===== config.mk =====
export PLATFORM = sky130hd
export DESIGN_NAME = sc_serial_ctrl
export DESIGN_NICKNAME = d
export VERILOG_FILES = /design/src/sc_pkg.sv /design/src/sc_serial_ctrl.sv /design/src/sc_sync.sv /design/src/sc_event_sel.sv
export SDC_FILE = /design/constraint.sdc
export NUM_CORES = 1
export LEC_CHECK = 0
export CORE_ASPECT_RATIO = 0.5
export CORE_MARGIN = 4
export CORE_UTILIZATION = 45
export CTS_BUF_LIST = sky130_fd_sc_hd__clkbuf_4 sky130_fd_sc_hd__clkbuf_8
export DETAILED_ROUTE_END_ITERATION = 8
export DONT_BUFFER_PORTS = 1
export PLACE_DENSITY_LB_ADDON = 0.25
export SLEW_MARGIN = 40
export SYNTH_ARGS = -nofsm -noshare
export SYNTH_HDL_FRONTEND = slang
export SYNTH_HIERARCHICAL = 1
export SYNTH_SLANG_ARGS = --single-unit

===== constraint.sdc =====
create_clock -name pclk -period 3.2 [get_ports pclk]
set_input_delay 0.32 -clock pclk [delete_from_list [all_inputs] [get_ports pclk]]
set_output_delay 0.32 -clock pclk [all_outputs]
set_load 0.02 [all_outputs]

===== src/sc_pkg.sv =====
// Shared constants and types of the per-channel serial control block.
// Assumes a 32-bit APB master and a canceller core on the same clock.
package sc_pkg;
  localparam int SC_CHANNELS = 32;
  localparam int SC_SLOT_W = 5;

  // Register byte offsets
  localparam logic [7:0] SC_CTRL_ADDR = 8'h00;
  localparam logic [7:0] SC_EVSEL_ADDR = 8'h04;
  localparam logic [7:0] SC_STATUS_ADDR = 8'h08;
  localparam logic [7:0] SC_BYP_ADDR = 8'h0c;
  localparam logic [7:0] SC_SUPP_ADDR = 8'h10;
  localparam logic [7:0] SC_HOLD_ADDR = 8'h14;
  localparam logic [7:0] SC_LAW_ADDR = 8'h18;

  // Control, event select and status register fields
  localparam int SC_MASK_LSB = 0;
  localparam int SC_MASK_W = 6;
  localparam int SC_FLEX_LSB = 8;
  localparam int SC_FLEX_W = 3;
  localparam logic [5:0] SC_MASK_RST = 6'h00;
  localparam logic [2:0] SC_FLEX_RST = 3'h0;
  localparam logic [7:0] SC_EVSEL_RST = 8'h00;
  localparam int SC_EVA_LSB = 4;
  localparam int SC_EVB_LSB = 0;
  localparam int SC_FRAME_BIT = 5;

  // Input stream order inside the mask and the stream vector
  localparam int SC_IN_BYP = 0;
  localparam int SC_IN_SUPP = 1;
  localparam int SC_IN_HOLD = 2;
  localparam int SC_IN_LAW = 3;
  localparam int SC_IN_CLR = 4;
  localparam int SC_IN_FLEX = 5;
  localparam int SC_IN_NUM = 6;

  typedef enum logic [2:0] {
    SC_FLEX_NONE = 3'b000,
    SC_FLEX_BYPASS = 3'b001,
    SC_FLEX_SUPP_OFF = 3'b010,
    SC_FLEX_HOLD = 3'b011,
    SC_FLEX_LAW_OFF = 3'b100,
    SC_FLEX_CLEAR_CH = 3'b101,
    SC_FLEX_COEF_CLR = 3'b110
  } sc_flex_t;

  typedef enum logic [3:0] {
    SC_EV_NONE = 4'h0,
    SC_EV_IDLE = 4'h1,
    SC_EV_T2010 = 4'h2,
    SC_EV_T2100 = 4'h3,
    SC_EV_T2100_PR = 4'h4,
    SC_EV_T2100_ANY = 4'h5,
    SC_EV_DTALK = 4'h6,
    SC_EV_NO_SPEECH = 4'h7
  } sc_event_t;

  // Per-channel detector flags from the core
  typedef struct packed {
    logic [31:0] idle;
    logic [31:0] tone2010;
    logic [31:0] tone2100;
    logic [31:0] tone2100_pr;
    logic [31:0] double_talk;
    logic [31:0] no_speech;
  } sc_events_t;

  // Per-channel processing state sent to the core
  typedef struct packed {
    logic [31:0] bypass;
    logic [31:0] suppress_off;
    logic [31:0] hold;
    logic [31:0] coeff_clear;
    logic [31:0] law_off;
  } sc_chan_ctrl_t;

  // Monitor pins, one bit each
  typedef struct packed {
    logic bypass;
    logic suppress_off;
    logic hold;
    logic coeff_clear;
    logic law_off;
    logic clear_ch;
    logic event_a;
    logic event_b;
  } sc_mon_t;
endpackage


===== src/sc_serial_ctrl.sv =====
// Per-channel serial control and monitor streams with APB registers.
// Assumes bit clock and frame sync pins far slower than pclk.
//
// The address map and the APB slave port were decided locally.
module sc_serial_ctrl
  import sc_pkg::*;
(
  input wire logic pclk,
  input wire logic presetn,
  input wire logic psel,
  input wire logic penable,
  input wire logic pwrite,
  input wire logic [7:0] paddr,
  input wire logic [31:0] pwdata,
  output logic [31:0] prdata,
  output logic pready,
  output logic pslverr,
  input wire logic ser_clk_in,
  input wire logic frame_sync_in,
  input wire logic channel_bypass_in,
  input wire logic residual_suppress_off_in,
  input wire logic hold_in,
  input wire logic law_convert_off_in,
  input wire logic clear_channel_in,
  input wire logic flexible_control_in,
  input sc_events_t events,
  output sc_chan_ctrl_t chan_ctrl,
  output logic bypass_state_out,
  output logic suppress_off_state_out,
  output logic hold_state_out,
  output logic coeff_clear_state_out,
  output logic law_convert_off_state_out,
  output logic clear_channel_state_out,
  output logic event_monitor_a_out,
  output logic event_monitor_b_out
);
  logic [7:0] pins_sync;
  logic [SC_IN_NUM-1:0] in_bits;
  logic ser_clk_s;
  logic fsync_s;
  logic ser_clk_prev_reg;
  logic ser_clk_prev_next;
  logic bit_edge;
  logic [SC_SLOT_W-1:0] slot_reg;
  logic [SC_SLOT_W-1:0] slot_next;
  logic [SC_SLOT_W-1:0] cur_slot;
  logic framed_reg;
  logic framed_next;
  logic [SC_CHANNELS-1:0] raw_reg [SC_IN_NUM];
  logic [SC_CHANNELS-1:0] raw_next [SC_IN_NUM];
  logic [SC_MASK_W-1:0] mask_reg;
  logic [SC_MASK_W-1:0] mask_next;
  logic [SC_FLEX_W-1:0] flex_reg;
  logic [SC_FLEX_W-1:0] flex_next;
  logic [7:0] evsel_reg;
  logic [7:0] evsel_next;
  logic [31:0] prdata_reg;
  logic [31:0] prdata_next;
  logic pready_reg;
  logic pready_next;
  logic pslverr_reg;
  logic pslverr_next;
  sc_chan_ctrl_t ctrl_reg;
  sc_chan_ctrl_t ctrl_next;
  sc_mon_t mon_reg;
  sc_mon_t mon_next;
  logic [SC_CHANNELS-1:0] req [SC_IN_NUM];
  logic [SC_CHANNELS-1:0] ev_a;
  logic [SC_CHANNELS-1:0] ev_b;
  sc_flex_t flex_act;
  logic access;
  logic known;

  // Pins are asynchronous to pclk
  sc_sync #(
    .WIDTH(8)
  ) u_sync (
    .pclk(pclk),
    .presetn(presetn),
    .pin({ser_clk_in, frame_sync_in, flexible_control_in, clear_channel_in,
          law_convert_off_in, hold_in, residual_suppress_off_in, channel_bypass_in}),
    .level(pins_sync)
  );

  assign in_bits = pins_sync[5:0];
  assign fsync_s = pins_sync[6];
  assign ser_clk_s = pins_sync[7];
  assign bit_edge = ser_clk_s & ~ser_clk_prev_reg;
  assign flex_act = sc_flex_t'(flex_reg);

  sc_event_sel u_sel_a (
    .events(events),
    .code(evsel_reg[SC_EVA_LSB +: 4]),
    .chosen(ev_a)
  );

  sc_event_sel u_sel_b (
    .events(events),
    .code(evsel_reg[SC_EVB_LSB +: 4]),
    .chosen(ev_b)
  );

  // Slot timing: the edge with frame sync high is slot 0
  always_comb begin
    ser_clk_prev_next = ser_clk_s;
    cur_slot = fsync_s ? '0 : slot_reg;
    slot_next = slot_reg;
    framed_next = framed_reg;
    if (bit_edge) begin
      slot_next = cur_slot + 5'd1;
      if (fsync_s) begin
        framed_next = 1'b1;
      end
    end
  end

  always_ff @(posedge pclk or negedge presetn) begin
    if (!presetn) begin
      ser_clk_prev_reg <= 1'b0;
      slot_reg <= '0;
      framed_reg <= 1'b0;
    end else begin
      ser_clk_prev_reg <= ser_clk_prev_next;
      slot_reg <= slot_next;
      framed_reg <= framed_next;
    end
  end

  // Each stream bit lands in its channel's position
  always_comb begin
    for (int s = 0; s < SC_IN_NUM; s++) begin
      raw_next[s] = raw_reg[s];
      req[s] = mask_reg[s] ? '0 : raw_reg[s];
      if (bit_edge) begin
        raw_next[s][cur_slot] = in_bits[s];
      end
    end
  end

  always_ff @(posedge pclk or negedge presetn) begin
    if (!presetn) begin
      for (int s = 0; s < SC_IN_NUM; s++) begin
        raw_reg[s] <= '0;
      end
    end else begin
      for (int s = 0; s < SC_IN_NUM; s++) begin
        raw_reg[s] <= raw_next[s];
      end
    end
  end

  // Effective channel state handed to the core
  always_comb begin
    logic [SC_CHANNELS-1:0] fx;
    fx = req[SC_IN_FLEX];
    ctrl_next.bypass = req[SC_IN_BYP] | req[SC_IN_CLR];
    ctrl_next.suppress_off = req[SC_IN_SUPP];
    ctrl_next.hold = req[SC_IN_HOLD];
    ctrl_next.law_off = req[SC_IN_LAW] | req[SC_IN_CLR];
    ctrl_next.coeff_clear = '0;
    case (flex_act)
      SC_FLEX_BYPASS: ctrl_next.bypass = ctrl_next.bypass | fx;
      SC_FLEX_SUPP_OFF: ctrl_next.suppress_off = ctrl_next.suppress_off | fx;
      SC_FLEX_HOLD: ctrl_next.hold = ctrl_next.hold | fx;
      SC_FLEX_LAW_OFF: ctrl_next.law_off = ctrl_next.law_off | fx;
      SC_FLEX_CLEAR_CH: begin
        ctrl_next.bypass = ctrl_next.bypass | fx;
        ctrl_next.law_off = ctrl_next.law_off | fx;
      end
      SC_FLEX_COEF_CLR: ctrl_next.coeff_clear = fx;
      default: ctrl_next.coeff_clear = '0;
    endcase
    ctrl_next.suppress_off = ctrl_next.suppress_off | ctrl_next.bypass;
    ctrl_next.coeff_clear = ctrl_next.coeff_clear | ctrl_next.bypass;
    ctrl_next.hold = ctrl_next.hold & ~ctrl_next.coeff_clear;
    ctrl_next.law_off = ctrl_next.law_off;
  end

  // Monitor bits change only on the serial bit edge
  always_comb begin
    mon_next = mon_reg;
    if (bit_edge) begin
      mon_next.bypass = ctrl_reg.bypass[cur_slot];
      mon_next.suppress_off = ctrl_reg.suppress_off[cur_slot];
      mon_next.hold = ctrl_reg.hold[cur_slot];
      mon_next.coeff_clear = ctrl_reg.coeff_clear[cur_slot];
      mon_next.law_off = ctrl_reg.law_off[cur_slot];
      mon_next.clear_ch = ctrl_reg.bypass[cur_slot] & ctrl_reg.law_off[cur_slot];
      mon_next.event_a = ev_a[cur_slot];
      mon_next.event_b = ev_b[cur_slot];
    end
  end

  always_ff @(posedge pclk or negedge presetn) begin
    if (!presetn) begin
      ctrl_reg <= '0;
      mon_reg <= '0;
    end else begin
      ctrl_reg <= ctrl_next;
      mon_reg <= mon_next;
    end
  end

  // APB slave with one wait state
  always_comb begin
    access = psel & penable & ~pready_reg;
    known = 1'b1;
    mask_next = mask_reg;
    flex_next = flex_reg;
    evsel_next = evsel_reg;
    prdata_next = prdata_reg;
    pready_next = access;
    pslverr_next = 1'b0;
    case (paddr)
      SC_CTRL_ADDR: prdata_next = {21'h0, flex_reg, 2'h0, mask_reg};
      SC_EVSEL_ADDR: prdata_next = {24'h0, evsel_reg};
      SC_STATUS_ADDR: prdata_next = {26'h0, framed_reg, slot_reg};
      SC_BYP_ADDR: prdata_next = ctrl_reg.bypass;
      SC_SUPP_ADDR: prdata_next = ctrl_reg.suppress_off;
      SC_HOLD_ADDR: prdata_next = ctrl_reg.hold;
      SC_LAW_ADDR: prdata_next = ctrl_reg.law_off;
      default: begin
        prdata_next = '0;
        known = 1'b0;
      end
    endcase
    if (!access || pwrite) begin
      prdata_next = '0;
    end
    if (access) begin
      pslverr_next = ~known;
      if (pwrite && paddr == SC_CTRL_ADDR) begin
        mask_next = pwdata[SC_MASK_LSB +: SC_MASK_W];
        flex_next = pwdata[SC_FLEX_LSB +: SC_FLEX_W];
      end
      if (pwrite && paddr == SC_EVSEL_ADDR) begin
        evsel_next = pwdata[7:0];
      end
    end
  end

  always_ff @(posedge pclk or negedge presetn) begin
    if (!presetn) begin
      mask_reg <= SC_MASK_RST;
      flex_reg <= SC_FLEX_RST;
      evsel_reg <= SC_EVSEL_RST;
      prdata_reg <= '0;
      pready_reg <= 1'b0;
      pslverr_reg <= 1'b0;
    end else begin
      mask_reg <= mask_next;
      flex_reg <= flex_next;
      evsel_reg <= evsel_next;
      prdata_reg <= prdata_next;
      pready_reg <= pready_next;
      pslverr_reg <= pslverr_next;
    end
  end

  assign prdata = prdata_reg;
  assign pready = pready_reg;
  assign pslverr = pslverr_reg;
  assign chan_ctrl = ctrl_reg;
  assign bypass_state_out = mon_reg.bypass;
  assign suppress_off_state_out = mon_reg.suppress_off;
  assign hold_state_out = mon_reg.hold;
  assign coeff_clear_state_out = mon_reg.coeff_clear;
  assign law_convert_off_state_out = mon_reg.law_off;
  assign clear_channel_state_out = mon_reg.clear_ch;
  assign event_monitor_a_out = mon_reg.event_a;
  assign event_monitor_b_out = mon_reg.event_b;
endmodule


===== src/sc_sync.sv =====
// Two-stage synchroniser for a bundle of pin levels.
// Assumes the pins are slow against pclk; no bundle coherency.
module sc_sync
  import sc_pkg::*;
#(
  parameter int WIDTH = 8
) (
  input wire logic pclk,
  input wire logic presetn,
  input wire logic [WIDTH-1:0] pin,
  output logic [WIDTH-1:0] level
);
  logic [WIDTH-1:0] meta_reg;
  logic [WIDTH-1:0] meta_next;
  logic [WIDTH-1:0] level_reg;
  logic [WIDTH-1:0] level_next;

  always_comb begin
    meta_next = pin;
    level_next = meta_reg;
  end

  // First stage feeds only the second
  always_ff @(posedge pclk or negedge presetn) begin
    if (!presetn) begin
      meta_reg <= '0;
      level_reg <= '0;
    end else begin
      meta_reg <= meta_next;
      level_reg <= level_next;
    end
  end

  assign level = level_reg;
endmodule


===== src/sc_event_sel.sv =====
// Selects one per-channel detector vector, or for code 5 the OR of tone2100 and tone2100_pr, by a 4-bit code.
// Pure logic; the caller registers the chosen bit.
module sc_event_sel
  import sc_pkg::*;
(
  input sc_events_t events,
  input wire logic [3:0] code,
  output logic [SC_CHANNELS-1:0] chosen
);
  always_comb begin
    case (sc_event_t'(code))
      SC_EV_IDLE: chosen = events.idle;
      SC_EV_T2010: chosen = events.tone2010;
      SC_EV_T2100: chosen = events.tone2100;
      SC_EV_T2100_PR: chosen = events.tone2100_pr;
      SC_EV_T2100_ANY: chosen = events.tone2100 | events.tone2100_pr;
      SC_EV_DTALK: chosen = events.double_talk;
      SC_EV_NO_SPEECH: chosen = events.no_speech;
      default: chosen = '0;
    endcase
  end
endmodule


==> metrics.yaml, run 1 <==
power:
  pwr-share-comb_pct: 9.6
  p_sw_share_pct: 27.15
  seq_power_share_pct: 49.8
  p_int_w: 0.009293
  vdd_drop_max_mv: 0.2916
  cellLeakagePower_nw: 11.06
  power_switching_w: 0.003463
  clkPwrFrac_pct: 40.6
  power-per-cell-area_mw_per_mm2: 497.7
die:
  initial_utilization_pct: 45.87
  row_count: 58
  die_h_um: 168.6
  die_area_mm2: 0.05547
  die_width_um: 329.1
  io_pins: 447
  design.core.area_mm2: 0.05058
detailed_routing:
  vias_per_cell: 6.563
  routedWlPerCell_um: 30.52
  drt_iter0_drc: 2031
  drcViolationCount: 0
  dr.pass1.iters: 6
  ant_nets: 0
  wirelength_um: 85400
  vias: 18360
timing:
  setup_tns_ns: 0
  period_minus_slack_ns: 3.019
  finalHoldViolCount: 434
  fin_crit_sh_pct: 94.34
  holdWs_ns: -0.5769
  worstMarginPinSlew_ns: 1.235
  setup_viol_count_final: 0
  rsz0062_at_grt: "false"
  max_freq_mhz: 331.3
  fin_ws_ns: 0.1812
  slew_headroom_pct: 17.69
  fin_skew_ns: 0.03100
  final_max_slew_viol_count: 0
global_routing:
  grt-ovfl-total: 0
  grt_pass1_vias: 18110
  grt_max_degree: 435
  antenna_found_initial: 0
  grtUsageTotal_pct: 29.80
  grt_pass1_wl_um: 124100
logic_synthesis:
  async_flop_share_pct: 100.0
  syn_nets: 2305
  synth_top_area_share_pct: 46.81
  seq_area_frac_synth_pct: 46.81
  synthesis.area_mm2: 0.02320
  ys_ff_latch: 434
  synth_edf_count: 0
  ys.flop_type: "dfrtp_1"
  synth.avg_cell_area_um2: 11.28
  ys_top_cells_by_count: "dfrtp_1, mux2_2, a22oi_1"
  synth-warning-count: 6
  netlist_top_cells_area: "dfrtp_1, mux2_2, a22oi_1"
  yosysTopAreaCell: "dfrtp_1"
  syn_inst: 2057
  synth_most_common_cell: "dfrtp_1"
  synth_cell_types: 76
critical_path:
  cp-end-kind: "flip-flop"
  cp.required_ns: 3.69
  critPathKind: "reg -> reg"
  arrival_ns: 3.51
  startpoint_type: "flip-flop"
  crit_fanout: 11
cts:
  clock_latency_ns: 0.63
  h-tree-depth: 3
  numCtsBuffers: 67
  cts_root_buf: "clkbuf_8"
  clk_pin_slew_ns: 0.07
  cts_tree: "done"
  cts_num_sinks: 434
  ctsHoldBuffers: 24
  cts_setup_buffers: 0
  clk_path_buf_depth: 3
status:
  status: "finished with violations"
  violations: "negative hold slack"
placed_design:
  place_hpwl_um: 58530
  io_buffers: 0
  place.gp.congestion: 0.9005
  place_ws_ns: 0.2697
final_layout:
  syn_to_final_growth_pct: 10.48
  largest_reg_flops: 192
  fin_nets: 2306
  drive_above_1_share_pct: 27.75
  antenna_cells: 0
min_path:
  hp-class: "in -> async"
job:
  max-cap-violations: 0
## metal layers
layer / vias up / routed length (µm) / track usage, % / share of wire (%)
li1: 7772 / - / - / -
met1: 9371 / 34280 / 39.63 / 40
met2: 1003 / 38960 / 47.10 / 46
met3: 218 / 8655 / 7.760 / 10
met4: 0 / 3494 / 11.46 / 4.1
met5: - / 0 / 0 / 0
## critical path, stage by stage (launching register included)
cell,delay [ns]
dfrtp_1,0.70
buf_4,0.29
mux2_4,0.32
a22oi_2,0.19
o221ai_2,0.12
a211oi_1,0.38
a31oi_1,0.10
a221oi_1,0.32
o21ai_0,0.14
o32a_1,0.31
## cell families after synthesis
kind of cell,Yosys count,synth area share (%)
AO/OA/AOI/OAI,684,22.92
flip-flops,434,46.81
AND/OR/NAND/NOR,371,9.152
buffers and inverters,287,6.148
multiplexers,276,14.57
adder cells (fa/ha/maj),3,0.1618
XOR/XNOR,2,0.2373
## area by class of cell
cell class / instances / area, µm²
multi-input cells: 1336 / 10970
clock inverters: 8 / 115.1
well taps: 690 / 863.3
repair buffers: 115 / 1006
inverters: 104 / 392.9
clock buffers: 111 / 1390
fillers: 4528 / 24950
flip-flops and latches: 434 / 10900
## worst paths after layout
check / cells past startpoint / slack [ns] / endpoint / startpoint
setup / recovery: 9 / 0.18 / event_monitor_a_out / evsel_reg[6]
hold / removal: 0 / -0.58 / raw_reg[109] / presetn
setup reg to reg: 9 / 0.18 / event_monitor_a_out / evsel_reg[6]
hold reg to reg: 0 / 0.35 / u_sync/level[6] / u_sync/level_next[6]
max in group asynchronous: 0 / 2.65 / mask_reg[3] / presetn
min in group pclk: 3 / 0.03 / prdata[3] / paddr[2]
## metrics by stage
step / utilization (%) / std cells / area, µm² / power, W
2_1_floorplan: - / 2057 / 23200 / 0.007120
3_3_place_gp: 47.07 / 2653 / 23810 / 0.007589
3_5_place_dp: 47.12 / 2654 / 23840 / 0.007614
4_1_cts: 50.57 / 2797 / 25580 / 0.01278
5_1_grt: 50.67 / 2798 / 25630 / 0.01320
6_report: 50.67 / 2798 / 25630 / 0.01276
## power groups by stage
stage	sequential, W	combinational [W]	clock [W]
floorplan	0.00624	0.000879	0
global placement	0.00645	0.00114	0
detailed placement	0.00646	0.00116	0
CTS	0.00636	0.00119	0.00524
global route	0.00638	0.00130	0.00553
finish	0.00636	0.00122	0.00518
## layout by cell type, fill, tap and decap left out, types with 5 or more instances in the layout
| master | n |
|---|---|
| inv_1 | 101 |
| mux4_2 | 18 |
| nor2_2 | 7 |
| o22ai_1 | 17 |
| o211ai_1 | 7 |
| clkinv_2 | 5 |
| mux2_4 | 31 |
| nor2_1 | 52 |
| clkbuf_8 | 89 |
| dfrtp_1 | 422 |
| nor3_1 | 10 |
| a21oi_1 | 111 |
| a221o_1 | 33 |
| dlygate4sd3_1 | 24 |
| a32oi_1 | 45 |
| o221ai_2 | 40 |
| o221ai_1 | 53 |
| a22oi_1 | 162 |
| a211oi_1 | 13 |
| nand3_1 | 18 |
| mux2i_1 | 38 |
| buf_12 | 5 |
| mux2_2 | 189 |
| nand3b_1 | 5 |
| nor2b_1 | 74 |
| buf_4 | 85 |
| dfrtp_4 | 8 |
| clkbuf_4 | 22 |
| a31oi_1 | 15 |
| nand4_1 | 5 |
| a222oi_1 | 12 |
| a22oi_2 | 40 |
| nand2b_1 | 78 |
| nand2_1 | 71 |
| nor2b_2 | 5 |
| o21ai_0 | 107 |
| nor3_2 | 5 |
## timing repair
item                       4_1_cts  5_1_grt
hold endpoints to repair       462      434
setup endpoints to repair        0        1
gates resized for setup          0        3
(Power assumes the default switching activity.)
==> run 2, diff against run 1 <==
--- a/config.mk
+++ b/config.mk
@@ -5,12 +5,14 @@
 export SDC_FILE = /design/constraint.sdc
 export NUM_CORES = 1
 export LEC_CHECK = 0
+export ABC_AREA = 0
 export CORE_ASPECT_RATIO = 0.5
 export CORE_MARGIN = 4
 export CORE_UTILIZATION = 45
 export CTS_BUF_LIST = sky130_fd_sc_hd__clkbuf_4 sky130_fd_sc_hd__clkbuf_8
 export DETAILED_ROUTE_END_ITERATION = 8
 export DONT_BUFFER_PORTS = 1
+export GPL_TIMING_DRIVEN = 0
 export PLACE_DENSITY_LB_ADDON = 0.25
 export SLEW_MARGIN = 40
 export SYNTH_ARGS = -nofsm -noshare
==> run 2 against run 1 <==
  * The run ends with design-rule violations, negative hold slack, negative setup slack left
  * Die area is the same
  * Non-clock buffer count grew 92
  * Sequential cell count is the same
  * Final area grew 0.60%
  * Highest routed layer is now met5
==> metrics.yaml, run 2 (synthesized netlist as in run 1, its figures left out) <==
final_layout:
  fin_util_pct: 50.98
  drive_above_1_share_pct: 26.14
  syn_to_final_growth_pct: 11.14
  fin_nets: 2398
  final_cell_mix: "dfrtp_1, mux2_2, a22oi_1"
  final_common_cell: "dfrtp_1"
  final-seq-area_mm2: 0.01086
  largest_reg_flops: 192
  multi_input_area_mm2: 0.01094
  fill_cells: 4539
critical_path:
  rrSetupSlack_ns: -0.06
  r2r-end: "hold_state_out"
  cp.required_ns: 3.72
  critPathKind: "reg -> reg"
  reg2reg_from: "slot_reg[0]"
  cp-end-kind: "flip-flop"
  crit_fanout: 10
  arrival_ns: 3.77
  startpoint_type: "flip-flop"
  reg2reg_depth: 8
timing:
  rsz0062_at_grt: "false"
  max_freq_mhz: 307.1
  fin_ws_ns: -0.05581
  holdWs_ns: -0.5744
  final_max_slew_viol_count: 0
  setup_viol_count_final: 1
  period_minus_slack_ns: 3.256
  fin_crit_sh_pct: 101.7
  slew_headroom_pct: 21.70
  finalHoldViolCount: 434
  fin_skew_ns: 0.03574
  worstMarginPinSlew_ns: 1.174
cts:
  numCtsBuffers: 67
  cts_num_sinks: 434
  cts_root_buf: "clkbuf_8"
  clk_path_buf_depth: 3
  h-tree-depth: 3
  cts_tree: "done"
  clock_latency_ns: 0.64
  ctsHoldBuffers: 22
  clk_pin_slew_ns: 0.07
min_path:
  hp-class: "in -> async"
detailed_routing:
  drt_iter0_drc: 2439
  vias_per_cell: 6.763
  drcViolationCount: 1
  dr.pass1.iters: 9
  routedWlPerCell_um: 33.51
  wirelength_um: 96880
  ant_nets: 0
  vias: 19550
status:
  status: "finished with violations"
  violations: "design-rule violations, negative hold slack, negative setup slack"
global_routing:
  grt_pass1_wl_um: 136800
  antenna_found_initial: 5
  grt_pass1_vias: 19150
  grt_max_degree: 435
  grt-ovfl-total: 0
  grtUsageTotal_pct: 33.74
power:
  vdd_drop_max_mv: 0.3013
  cellLeakagePower_nw: 11.14
  power-per-cell-area_mw_per_mm2: 493.2
die:
  die_h_um: 168.6
  die_area_mm2: 0.05547
  io_pins: 447
  die_width_um: 329.1
  row_count: 58
  initial_utilization_pct: 45.87
  design.core.area_mm2: 0.05058
placed_design:
  place_hpwl_um: 70750
  io_buffers: 0
  place_ws_ns: -0.4139
  place.gp.congestion: 1.017
job:
  max-cap-violations: 0
run 2: critical path, cell delays in order, from the launching register on:
cell     delay, ns
dfrtp_1       0.32
buf_4         0.25
buf_2         0.46
buf_2         0.43
buf_2         0.52
o21ai_0       0.26
a22oi_1       0.34
nand3_1       0.28
o22a_1        0.28
run 2: area by class of cell:
type | count | share of cell area (%)
Inverter | 104 | 1.529
Tap cell | 690 | 3.348
Sequential cell | 434 | 42.12
Multi-Input combinational cell | 1336 | 42.43
Clock inverter | 19 | 0.6454
Timing Repair Buffer | 26 | 1.014
Clock buffer | 100 | 4.877
Buffer | 181 | 4.028
Antenna cell | 1 | 0.009705
run 2: per-layer routing:
metal / GRT usage [%] / part of all wire [%] / vias to the layer above
li1: - / - / 7957
met5: 0 / 0.028 / -
met2: 53.30 / 45 / 1390
met1: 43.79 / 38 / 9937
met3: 9.984 / 12 / 265
met4: 13.69 / 4.7 / 4
run 2: how the worst max path moves through the flow:
| stage | to | slack [ns] | from | cells after the start |
|---|---|---|---|---|
| 2_1_floorplan | raw_reg[118] | 0.83 | slot_reg[0] | 10 |
| 5_1_grt | hold_state_out | 0.005 | slot_reg[0] | 9 |
| 4_1_cts | raw_reg[15] | 0.008 | u_sync/level[6] | 9 |
| 3_3_place_gp | raw_reg[111] | -0.42 | slot_reg[1] | 8 |
| 3_5_place_dp | raw_reg[15] | -0.41 | slot_reg[1] | 8 |
| 6_report | hold_state_out | -0.06 | slot_reg[0] | 8 |
run 2: report_power, final:
part	leakage [nW]	switching [W]	total, W	internal (W)
sequential	5.91	0.000552	0.00634	0.00578
combinational	4.50	0.000871	0.00139	0.000523
clock	0.739	0.00229	0.00499	0.00269
run 2: per-stage QoR:
stage / hold slack, ns / power (W) / cells / cell area (µm²) / setup TNS (ns)
finish: -0.5744 / 0.01272 / 2891 / 25780 / -0.05581
global route: -0.6148 / 0.01308 / 2890 / 25780 / 0
CTS: -0.6243 / 0.01266 / 2887 / 25730 / 0
detailed placement: 0.04464 / 0.007731 / 2747 / 24070 / -8.324
global placement: 0.04967 / 0.007703 / 2747 / 24060 / -12.93
floorplan: 0.02441 / 0.007120 / 2057 / 23200 / 0
run 2: repair_timing:
item,CTS,global route
setup buffers,0,0
gates resized for setup,6,4
hold endpoints to repair,461,434
pin swaps,0,0
gates cloned,0,0
endpoints found under the setup margin,44,24
==> run 3, diff against run 2 <==
--- a/config.mk
+++ b/config.mk
@@ -6,14 +6,15 @@
 export NUM_CORES = 1
 export LEC_CHECK = 0
 export ABC_AREA = 0
+export BUFFER_PORTS_ARGS = -buffer_cell sky130_fd_sc_hd__buf_2
 export CORE_ASPECT_RATIO = 0.5
 export CORE_MARGIN = 4
-export CORE_UTILIZATION = 45
+export CORE_UTILIZATION = 50
 export CTS_BUF_LIST = sky130_fd_sc_hd__clkbuf_4 sky130_fd_sc_hd__clkbuf_8
 export DETAILED_ROUTE_END_ITERATION = 8
-export DONT_BUFFER_PORTS = 1
 export GPL_TIMING_DRIVEN = 0
 export PLACE_DENSITY_LB_ADDON = 0.25
+export RECOVER_POWER = 100
 export SLEW_MARGIN = 40
 export SYNTH_ARGS = -nofsm -noshare
 export SYNTH_HDL_FRONTEND = slang
==> run 3 against run 2 <==
  * The flow finishes with violations (max-capacitance violations, max-slew violations, negative setup slack)
  * Sequential cell count did not move
  * Die area down 9.6%
  * Combinational power rose by 47%
  * First-iteration DRC count is 37% higher
  * Core utilization increased by 9.5 points
  * Sequential power shrank 3.6%
  * Clock skew down 0.011 ns
  * Routed wire length is 0.87% higher
  * Worst setup slack barely moved
  * Final area up 6.7%
  * Maximum frequency is essentially flat
  * Highest routed layer unchanged
==> metrics.yaml, run 3 (synthesized netlist as in run 1, its figures left out) <==
detailed_routing:
  wl_met3_um: 12170
  top_layer: "met5"
  dr_wl_met2_um: 43260
  ant_nets: 0
  routedLengthMet1_um: 37890
  drt_iter0_drc: 3348
  wirelength_um: 97720
  vias: 21440
  routedWlPerCell_um: 30.05
  vias_per_cell: 6.592
  dr.pass1.iters: 8
  drcViolationCount: 0
cts:
  cts_setup_buffers: 0
  clk_path_buf_depth: 3
  cts_num_sinks: 434
  h-tree-depth: 3
  clk_pin_slew_ns: 0.07
  clock_latency_ns: 0.64
  cts_tree: "done"
  numCtsBuffers: 67
  cts_root_buf: "clkbuf_8"
global_routing:
  antenna_found_initial: 7
  grt_pass1_wl_um: 139900
  grt_pass1_vias: 21110
  grtUsageTotal_pct: 37.72
  grt-ovfl-total: 0
  grt_max_degree: 75
timing:
  worstMarginPinSlew_ns: 1.782
  rsz0062_at_grt: "false"
  setup_viol_count_final: 1
  fin_crit_sh_pct: 101.8
  period_minus_slack_ns: 3.256
  final_max_slew_viol_count: 28
  fin_skew_ns: 0.02507
  finalHoldViolCount: 0
  max_freq_mhz: 307.1
  slew_headroom_pct: -18.81
  setup_tns_ns: -0.05611
  fin_ws_ns: -0.05611
final_layout:
  final_common_cell: "dfrtp_1"
  fin_nets: 2824
  syn_to_final_growth_pct: 18.54
  fin_util_pct: 60.46
  largest_reg_flops: 192
  fill_cells: 4021
  final_cell_mix: "dfrtp_1, clkbuf_1, buf_2"
  drive_above_1_share_pct: 29.41
critical_path:
  startpoint_type: "flip-flop"
  cp.required_ns: 3.72
  arrival_ns: 3.78
  crit_fanout: 10
  critPathKind: "reg -> reg"
  cp-end-kind: "flip-flop"
power:
  power-per-cell-area_mw_per_mm2: 471.5
  vdd_drop_max_mv: 0.2909
  cellLeakagePower_nw: 12.23
status:
  status: "finished with violations"
  violations: "max-capacitance violations, max-slew violations, negative setup slack"
job:
  max-cap-violations: 1
die:
  die_width_um: 312.6
  initial_utilization_pct: 51.00
  die_area_mm2: 0.05012
  io_pins: 447
  row_count: 55
  design.core.area_mm2: 0.04549
  die_h_um: 160.3
placed_design:
  place_hpwl_um: 72270
  io_buffers: 424
  place.gp.congestion: 1.014
  place_ws_ns: -0.4999
min_path:
  hp-class: "in -> reg"
-- run 3: changes by cell type in the layout (fill, tap and decap cells not counted), sizes merged --
cell      delta
clkinvlp     -3
clkinv       -4
buf        +215
diode        +6
bufinv       -1
clkbuf     +211
-- run 3: timing repair --
action,4_1_cts,5_1_grt
gates resized for setup,7,3
hold endpoints to repair,197,0
endpoints found under the setup margin,47,21
pin swaps,0,0
hold buffers,22,0
-- run 3: cell type report --
| type | instances | area [µm²] | share of cell area [%] |
|---|---|---|---|
| multi-input cells | 1336 | 10870 | 39.54 |
| clock buffers | 100 | 1257 | 4.573 |
| well taps | 627 | 784.5 | 2.853 |
| plain buffers | 181 | 1015 | 3.690 |
| diodes | 7 | 17.52 | 0.06370 |
| flip-flops and latches | 434 | 10860 | 39.49 |
| clock inverters | 11 | 96.34 | 0.3503 |
| repair buffers | 452 | 2205 | 8.017 |
| inverters | 104 | 391.6 | 1.424 |
-- run 3: layer usage --
| metal | track usage [%] | vias to the layer above |
|---|---|---|
| met5 | 0 | - |
| met3 | 12.24 | 293 |
| met4 | 14.38 | 4 |
| met1 | 49.87 | 10760 |
| li1 | - | 8824 |
| met2 | 58.34 | 1558 |
-- run 3: final timing paths --
path                                      start                    to  slack, ns  cells past startpoint
setup reg to reg                    slot_reg[0]        hold_state_out      -0.06                      9
max in group asynchronous               presetn            prdata[24]       0.50                      4
min in group asynchronous               presetn  u_sync/level_next[4]       0.71                      2
hold / removal                         paddr[3]               pslverr       0.08                      3
hold reg to reg            u_sync/level_next[0]       u_sync/level[0]       0.35                      0
setup / recovery                    slot_reg[0]        hold_state_out      -0.06                      9
-- run 3: where the power goes --
group | internal [W] | switching (W)
clock network | 0.00259 | 0.00222
registers | 0.00579 | 0.000322
logic | 0.000693 | 0.00136
-- run 3: worst max-delay path: stages (launching register included) --
cell and delay [ns]:
dfrtp_1 0.32, buf_4 0.25, buf_2 0.46, buf_2 0.48
buf_2 0.49, mux2i_1 0.31, nand2_1 0.13, a32oi_1 0.22
nand3_1 0.21, o22a_1 0.27
-- run 3: metrics by stage --
stage	instances	instance area (µm²)	hold WS, ns	power [W]
global placement	3108	26110	0.3320	0.008137
global route	3246	27490	0.1104	0.01334
finish	3252	27500	0.08388	0.01297
floorplan	2057	23200	0.02441	0.007120
CTS	3245	27870	0.06430	0.01294
detailed placement	3114	26290	0.1954	0.008197
